$ cat src/pkg/dass_regs.vh
// Overview of operation
// - an alarm on one axis makes the other axis follow it to rest
// - mode digit 0 off, 1 to 3 stop modes; new value used after restart
// - mode 1: position control on follower, target is alarm axis position
// - mode 2: speed control on follower, target is alarm axis speed
// - mode 3: follower goes servo off at once; follower stops by servo-off method, alarm axis by group 2 method
// - mode 3 never sets the stopping status bit
// - while stopping, only emergency commands are accepted
// - stopping ends with servo off, status cleared, on four end causes
// - modes 1,2 end when alarm axis speed below end speed; default 256
// - after stopping ends all host commands are accepted again
// - mode 1 adds speed feedforward 0 to 100 percent, default 80
// - feedforward applies under model following only with its feedforward enabled
// - encoder alarms without position data force servo off, no stopping
// - warning raised when stopping occurs unless mask digit is 8 to F
// - status bit is bit 31 of the io status word; 1 means stopping
// - follower alarm during stopping cancels it; stop by alarm method
// - after stopping, motor state follows configured stop methods
// - group 1 and 2 alarm default stop method is dynamic braking
`ifndef DASS_REGS_VH
`define DASS_REGS_VH
`define DASS_MODE_OFF        2'h0
`define DASS_MODE_POS        2'h1
`define DASS_MODE_SPD        2'h2
`define DASS_MODE_SVOFF      2'h3
`define DASS_END_SPEED_RST   16'h0100
`define DASS_FF_RST          7'h50
`define DASS_FF_MAX          7'h64
`define DASS_STATUS_BIT      31
`define DASS_STOP_DB         4'h0
`define DASS_CYCLE_DIV       8'h64
`define DASS_ALM_LIST_LEN    9
`endif

$ cat src/hw/dass_cycle_tick.v
`timescale 1ns/1ps
`default_nettype none
module dass_cycle_tick #(
  parameter DIV = 100
) (
  // clock and reset
  input  wire clk_sys,
  input  wire rst_n,
  // control cycle pulse
  output reg  tick_r
);
  // terminal count kept at counter width on purpose
  localparam [15:0] DIV_M1 = DIV - 1;
  reg [15:0] cnt_r;
  always @(posedge clk_sys) begin
    if (!rst_n) begin
      cnt_r  <= 16'h0000;
      tick_r <= 1'b0;
    end else if (cnt_r == DIV_M1) begin
      cnt_r  <= 16'h0000;
      tick_r <= 1'b1;
    end else begin
      cnt_r  <= cnt_r + 16'h0001;
      tick_r <= 1'b0;
    end
  end
endmodule
`default_nettype wire

$ cat src/hw/dass_enc_alarm_chk.v
`timescale 1ns/1ps
`default_nettype none
module dass_enc_alarm_chk (
  // alarm code
  input  wire [11:0] alarm_code,
  // code leaves no valid position
  output wire        no_pos_data
);
  // nine encoder alarm codes, fixed table
  wire [11:0] tbl [0:8];
  assign tbl[0] = 12'h810;
  assign tbl[1] = 12'h820;
  assign tbl[2] = 12'h840;
  assign tbl[3] = 12'h850;
  assign tbl[4] = 12'h890;
  assign tbl[5] = 12'h891;
  assign tbl[6] = 12'hC90;
  assign tbl[7] = 12'hC91;
  assign tbl[8] = 12'hC92;
  wire [8:0] hit;
  genvar i;
  generate
    for (i = 0; i < 9; i = i + 1) begin : g_cmp
      assign hit[i] = (alarm_code == tbl[i]);
    end
  endgenerate
  assign no_pos_data = |hit;
endmodule
`default_nettype wire

$ cat src/hw/dass_sync_stop.v
`timescale 1ns/1ps
`default_nettype none
`include "dass_regs.vh"
module dass_sync_stop #(
  parameter PW       = 32,
  parameter SW       = 32,
  parameter CYC_DIV  = 100
) (
  // clock and reset
  input  wire          clk_sys,
  input  wire          rst_n,
  // configuration
  input  wire [1:0]    sync_stop_mode_select,
  input  wire [15:0]   sync_stop_end_speed,
  input  wire [6:0]    sync_stop_speed_feedforward,
  input  wire          model_following_config,
  input  wire          model_following_ff_config,
  input  wire [3:0]    warning_check_mask,
  input  wire [3:0]    servo_off_group1_stop_method,
  input  wire [3:0]    group2_stop_method,
  // axis a
  input  wire          alarm_a,
  input  wire [11:0]   alarm_code_a,
  input  wire          servo_on_a,
  input  wire [PW-1:0] fb_pos_a,
  input  wire [SW-1:0] fb_spd_a,
  // axis b
  input  wire          alarm_b,
  input  wire [11:0]   alarm_code_b,
  input  wire          servo_on_b,
  input  wire [PW-1:0] fb_pos_b,
  input  wire [SW-1:0] fb_spd_b,
  // host commands
  input  wire          host_cmd_valid,
  input  wire          host_cmd_emergency,
  input  wire          servo_off_command,
  input  wire          link_command_a,
  input  wire [30:0]   io_status_low,
  // host command pass-through
  output reg           host_cmd_accept_r,
  output reg           host_cmd_reject_r,
  // follower control
  output reg           follow_a_r,
  output reg           follow_b_r,
  output reg           follow_pos_mode_r,
  output reg           follow_spd_mode_r,
  output reg  [PW-1:0] follow_target_pos_r,
  output reg  [SW-1:0] follow_target_spd_r,
  output reg  [SW-1:0] follow_ff_spd_r,
  output reg           force_servo_off_a_r,
  output reg           force_servo_off_b_r,
  output reg  [3:0]    stop_method_a_r,
  output reg  [3:0]    stop_method_b_r,
  // status
  output reg           sync_stop_warning_r,
  output reg  [31:0]   io_signal_status_word_r
);
  localparam ST_IDLE = 2'h0;
  localparam ST_STOP = 2'h1;
  localparam ST_DONE = 2'h2;

  wire tick;
  wire nopos_a;
  wire nopos_b;
  dass_cycle_tick #(.DIV(CYC_DIV)) u_tick (
    .clk_sys (clk_sys),
    .rst_n   (rst_n),
    .tick_r  (tick)
  );
  dass_enc_alarm_chk u_chk_a (
    .alarm_code  (alarm_code_a),
    .no_pos_data (nopos_a)
  );
  dass_enc_alarm_chk u_chk_b (
    .alarm_code  (alarm_code_b),
    .no_pos_data (nopos_b)
  );

  // mode latched once after reset: restart needed to change it
  reg [1:0]  mode_r;
  reg        mode_ld_r;
  reg [1:0]  st_r;
  reg        lead_b_r;
  always @(posedge clk_sys) begin
    if (!rst_n) begin
      mode_r    <= `DASS_MODE_OFF;
      mode_ld_r <= 1'b0;
    end else if (!mode_ld_r) begin
      mode_r    <= sync_stop_mode_select;
      mode_ld_r <= 1'b1;
    end
  end

  wire [PW-1:0] lead_pos = lead_b_r ? fb_pos_b : fb_pos_a;
  wire [SW-1:0] lead_spd = lead_b_r ? fb_spd_b : fb_spd_a;
  wire [SW-1:0] lead_mag = lead_spd[SW-1] ? (~lead_spd + {{(SW-1){1'b0}}, 1'b1}) : lead_spd;
  // end speed in 1000 units/s; compare against scaled threshold
  wire [SW+9:0] end_thr  = {{(SW-6){1'b0}}, sync_stop_end_speed} * 10'd1000;
  wire          below    = {10'h000, lead_mag} < end_thr;
  wire          fol_alm  = lead_b_r ? alarm_a : alarm_b;
  wire          fol_son  = lead_b_r ? servo_on_a : servo_on_b;
  wire          off_cmd  = host_cmd_valid && (servo_off_command || link_command_a);
  wire          ff_ok    = !model_following_config || model_following_ff_config;
  wire [SW+6:0] ff_prod  = $signed({lead_spd[SW-1], lead_spd}) *
                           $signed({1'b0, sync_stop_speed_feedforward});
  wire [SW+6:0] ff_div   = $signed(ff_prod) / $signed(8'sd100);
  wire          any_alm  = alarm_a ^ alarm_b;
  wire          nopos    = alarm_a ? nopos_a : nopos_b;
  reg           in_stop_r;

  always @(posedge clk_sys) begin
    if (!rst_n) begin
      st_r                <= ST_IDLE;
      lead_b_r            <= 1'b0;
      in_stop_r           <= 1'b0;
      follow_a_r          <= 1'b0;
      follow_b_r          <= 1'b0;
      follow_pos_mode_r   <= 1'b0;
      follow_spd_mode_r   <= 1'b0;
      follow_target_pos_r <= {PW{1'b0}};
      follow_target_spd_r <= {SW{1'b0}};
      follow_ff_spd_r     <= {SW{1'b0}};
      force_servo_off_a_r <= 1'b0;
      force_servo_off_b_r <= 1'b0;
      sync_stop_warning_r <= 1'b0;
    end else begin
      case (st_r)
        ST_IDLE: begin
          force_servo_off_a_r <= 1'b0;
          force_servo_off_b_r <= 1'b0;
          if (mode_r != `DASS_MODE_OFF && any_alm) begin
            lead_b_r <= alarm_b;
            if (nopos || mode_r == `DASS_MODE_SVOFF) begin
              // servo off follower, no status bit
              force_servo_off_a_r <= alarm_b;
              force_servo_off_b_r <= alarm_a;
              st_r <= ST_DONE;
            end else begin
              follow_a_r        <= alarm_b;
              follow_b_r        <= alarm_a;
              follow_pos_mode_r <= (mode_r == `DASS_MODE_POS);
              follow_spd_mode_r <= (mode_r == `DASS_MODE_SPD);
              in_stop_r         <= 1'b1;
              st_r              <= ST_STOP;
              if (warning_check_mask < 4'h8) begin
                sync_stop_warning_r <= 1'b1;
              end
            end
          end
        end
        ST_STOP: begin
          follow_target_pos_r <= lead_pos;
          follow_target_spd_r <= lead_spd;
          if (follow_pos_mode_r && ff_ok) begin
            follow_ff_spd_r <= ff_div[SW-1:0];
          end else begin
            follow_ff_spd_r <= {SW{1'b0}};
          end
          // follower alarm cancels and uses its own alarm stop method
          if (fol_alm || !fol_son || off_cmd || (tick && below)) begin
            follow_a_r          <= 1'b0;
            follow_b_r          <= 1'b0;
            follow_pos_mode_r   <= 1'b0;
            follow_spd_mode_r   <= 1'b0;
            follow_ff_spd_r     <= {SW{1'b0}};
            force_servo_off_a_r <= lead_b_r;
            force_servo_off_b_r <= !lead_b_r;
            in_stop_r           <= 1'b0;
            st_r                <= ST_DONE;
          end
        end
        ST_DONE: begin
          // wait for alarms cleared before rearming
          if (!alarm_a && !alarm_b) begin
            force_servo_off_a_r <= 1'b0;
            force_servo_off_b_r <= 1'b0;
            st_r <= ST_IDLE;
          end
        end
        default: st_r <= ST_IDLE;
      endcase
    end
  end

  // status word updated each control cycle
  always @(posedge clk_sys) begin
    if (!rst_n) begin
      io_signal_status_word_r <= 32'h00000000;
    end else if (tick) begin
      io_signal_status_word_r <= {in_stop_r, io_status_low};
    end
  end

  // commands gated while stopping
  always @(posedge clk_sys) begin
    if (!rst_n) begin
      host_cmd_accept_r <= 1'b0;
      host_cmd_reject_r <= 1'b0;
    end else begin
      host_cmd_accept_r <= host_cmd_valid && (!in_stop_r || host_cmd_emergency);
      host_cmd_reject_r <= host_cmd_valid && in_stop_r && !host_cmd_emergency;
    end
  end

  // stop methods follow configuration; reset default is dynamic brake
  always @(posedge clk_sys) begin
    if (!rst_n) begin
      stop_method_a_r <= `DASS_STOP_DB;
      stop_method_b_r <= `DASS_STOP_DB;
    end else begin
      stop_method_a_r <= alarm_a ? group2_stop_method : servo_off_group1_stop_method;
      stop_method_b_r <= alarm_b ? group2_stop_method : servo_off_group1_stop_method;
    end
  end
endmodule
`default_nettype wire

$ cat config.mk
export PLATFORM = sky130hd
export DESIGN_NAME = dass_sync_stop
export DESIGN_NICKNAME = d
export VERILOG_FILES = /design/src/hw/dass_cycle_tick.v /design/src/hw/dass_enc_alarm_chk.v /design/src/hw/dass_sync_stop.v
export VERILOG_INCLUDE_DIRS = /design/src /design/src/pkg
export SDC_FILE = /design/constraint.sdc
export NUM_CORES = 1
export LEC_CHECK = 0
export ABC_AREA = 1
export BUFFER_PORTS_ARGS = -buffer_cell sky130_fd_sc_hd__buf_2
export CAP_MARGIN = 20
export CORE_ASPECT_RATIO = 1.1
export CORE_MARGIN = 1
export CORE_UTILIZATION = 50
export DETAILED_ROUTE_END_ITERATION = 12
export PLACE_DENSITY = 0.75
export SYNTH_ARGS = -nofsm -noshare
export SYNTH_HDL_FRONTEND = slang
export SYNTH_SLANG_ARGS = --single-unit
$ cat constraint.sdc
create_clock -name clk_sys -period 18.35 [get_ports clk_sys]
set_clock_uncertainty 0.05 [all_clocks]
set_input_delay 0 -clock clk_sys [delete_from_list [all_inputs] [get_ports clk_sys]]
set_output_delay 0 -clock clk_sys [all_outputs]
set_load 0.005 [all_outputs]
==> impl_metrics.yaml <==
finish:
  multi_input_area_um2: 23300
  drive_above_1_share: 0.375
  num-fill-cells: 3624
  seqCellArea_um2: 3390
  layout_common_cells: "nand2_1, inv_1, buf_4"
  area_delta_synth_final_pct: 46.4
  final_common_cell: "nand2_1"
  fin_nets: 5787
  final_util: 0.739
floorplanning:
  fp.dieH_um: 246
  die_x_um: 224
  start_util: 0.505
  core_region_area_um2: 53600
  rows: 89
  io_pins: 377
  dieArea_um2: 55000
sta:
  worst_slew_pin_slew_ps: 1150
  setup_ws_ps: -2200
  finalSetupViolations: 32
  fin_crit_sh: 1.12
  fin_crit_ps: 20550
  relSlewSlack: 0.228
  hold_viol_final: 0
  fmax_mhz: 48.7
  drv_slew: 0
  rsz0062_at_grt: "yes"
logic_synthesis:
  synthCells: 4091
  syn_nets: 4701
  yosys_register_bits: 169
  ys_types: 71
  synth_seq_area_share: 0.125
  syn_area_per_cell_um2: 6.61
  yosys_warnings: 0
  netlist_area_um2: 27000
drt:
  routed_wl_mm: 101
  vias_per_cell: 5.42
  drt_iter0_drc: 2430
  ant_nets: 0
  num_vias: 32100
  drtPass1Iterations: 7
  drc_errors: 0
  route.detailed.wl_per_inst_um: 17.1
grt:
  grt_pass1_wl_mm: 159
  gr-usage-all-layers: 0.360
  grt_start_max_net_pins: 77
  grt_pass1_vias: 32100
  grt-ovfl-total: 0
  antenna_found_initial: 13
place:
  place.gp.congestion: 1.01
  dp_hpwl_mm: 66.8
  portBuffers: 373
clock_tree:
  clock_tree.buffer_depth: 2
  cts.clk_slew.worst_paths_ps: 80
  clock_sinks: 169
  cts_tree: "built"
  root_buffer: "clkbuf_16"
  insertion_delay_ps: 530
  cts_made_buffers: 17
  cts_htree_levels: 4
worst_setup_path:
  cp-start-kind: "flip-flop"
  critPathRequiredTime_ps: 18740
  path_class: "flip-flop to flip-flop"
  crit_arrival_ps: 20940
  path_max_fanout: 16
  slowest_stage: "fa_2"
  cp_slowest_stage_delay_ps: 570
  crit_top_cell: "nand2_4"
  endpoint_kind: "flip-flop"
run_status:
  violations: "setup timing"
  outcome: "complete, but fails checks"
min_path:
  holdCritPathClass: "input port to flip-flop"
job:
  cap_violations: 0
## worst max-delay path: cells and delay by family (launching register included)
family	cells	cell delay [ps]
and+or+nand+nor	146	14280
adders and majority gates	6	2450
buffers and inverters	19	1890
AOI/OAI and AO/OA	10	1260
DFF	1	430
## Yosys cell counts (all sizes together)
cell | instances | share of area
clkinv | 22 | 0.0035
nand4 | 96 | 0.029
o32ai | 2 | 0.00065
dfxtp | 169 | 0.13
a41oi | 2 | 0.00065
o211ai | 44 | 0.012
inv | 729 | 0.10
o21ai | 165 | 0.032
ha | 160 | 0.074
xor2 | 73 | 0.025
o31ai | 1 | 0.00028
nor3 | 29 | 0.0059
nand3b | 10 | 0.0028
and3 | 3 | 0.00069
nor2 | 511 | 0.077
nand3 | 379 | 0.077
nand2 | 1156 | 0.20
a31oi | 6 | 0.0014
a21o | 8 | 0.0023
buf | 16 | 0.0036
clkbuf | 73 | 0.013
a311oi | 1 | 0.00032
clkdlybuf4s50 | 1 | 0.00042
dlygate4sd3 | 3 | 0.0011
o21bai | 12 | 0.0037
a211oi | 6 | 0.0017
and2 | 2 | 0.00051
a21oi | 122 | 0.023
a32oi | 1 | 0.00032
o41ai | 2 | 0.00065
a211o | 1 | 0.00032
fa | 218 | 0.16
nor4 | 5 | 0.0014
o221a | 1 | 0.00042
a31o | 1 | 0.00032
xnor2 | 17 | 0.0055
o22a | 1 | 0.00032
or2 | 26 | 0.0060
nor3b | 4 | 0.0011
a21boi | 10 | 0.0028
o21a | 3 | 0.00083
## metrics by stage
| step | instance area (um2) | worst slack, ps | TNS (ps) | std cells | hold slack (ps) |
|---|---|---|---|---|---|
| after floorplan | 28000 | -449 | -2910 | 4091 | -22.3 |
| after global placement | 34200 | -1420 | -31310 | 5608 | 164 |
| after detailed placement | 34200 | -2110 | -52640 | 5608 | 166 |
| after CTS | 38500 | -1370 | -31760 | 5881 | 0.663 |
| after global routing | 39600 | -3600 | -99820 | 5925 | 77.1 |
| final | 39600 | -2200 | -55010 | 5929 | 37.4 |
## timing repair
action,in CTS,in global routing
hold endpoints to repair,90,0
endpoints found under the setup margin,32,32
buffers inserted,76,36
hold buffers,162,0
gates cloned,3,1
resized for setup,335,191
pin swaps,118,89
## cell families (layout without fill, tap and decap cells)
kind of cell / Yosys count / count (layout) / synth area share
other cells: 0 / 11 / 0
buf+inv: 844 / 1943 / 0.123
flops: 169 / 169 / 0.125
simple gates: 2221 / 2221 / 0.402
fa+ha+maj: 378 / 378 / 0.235
compound gates: 389 / 389 / 0.0838
xor+xnor: 90 / 90 / 0.0305
## layer usage
layer | track usage | routed length (um) | vias to the layer above
li1 | - | - | 15000
met1 | 0.381 | 37000 | 14900
met2 | 0.613 | 48500 | 1591
met3 | 0.0988 | 7580 | 578
met4 | 0.262 | 8170 | 6
met5 | 0.0179 | 57 | -
## flip-flops by register name, indices dropped and copies added, names as in the netlist, 2 cells and up
register,count
stop_method_b_r,4
stop_method_a_r,4
st_r,2
u_tick.cnt_r,16
io_signal_status_word_r,32
follow_ff_spd_r,32
mode_r,2
follow_target_pos_r,32
follow_target_spd_r,32
## area by class of cell
| cell class | instances | area share |
|---|---|---|
| multi-input combinational | 3078 | 0.587 |
| clock buffer | 17 | 0.0107 |
| inverter | 751 | 0.0725 |
| sequential | 169 | 0.0855 |
| timing repair inverter | 1 | 0.000221 |
| timing repair buffer | 1159 | 0.215 |
| antenna | 11 | 0.000695 |
| clock inverter | 15 | 0.00521 |
| tap | 728 | 0.0230 |
## worst paths after layout
kind                                          endpoint  cells after the start               start  slack, ps
worst max register to register     follow_ff_spd_r[22]                    181            lead_b_r      -2200
worst min-delay path            follow_target_spd_r[8]                      6         fb_spd_a[8]         40
worst max-delay path               follow_ff_spd_r[22]                    181            lead_b_r      -2200
worst min register to register      follow_ff_spd_r[2]                      2  follow_ff_spd_r[2]        410
Power is not shown: default switching activity piles up to over one toggle a cycle in this logic, so the estimate is an artifact.
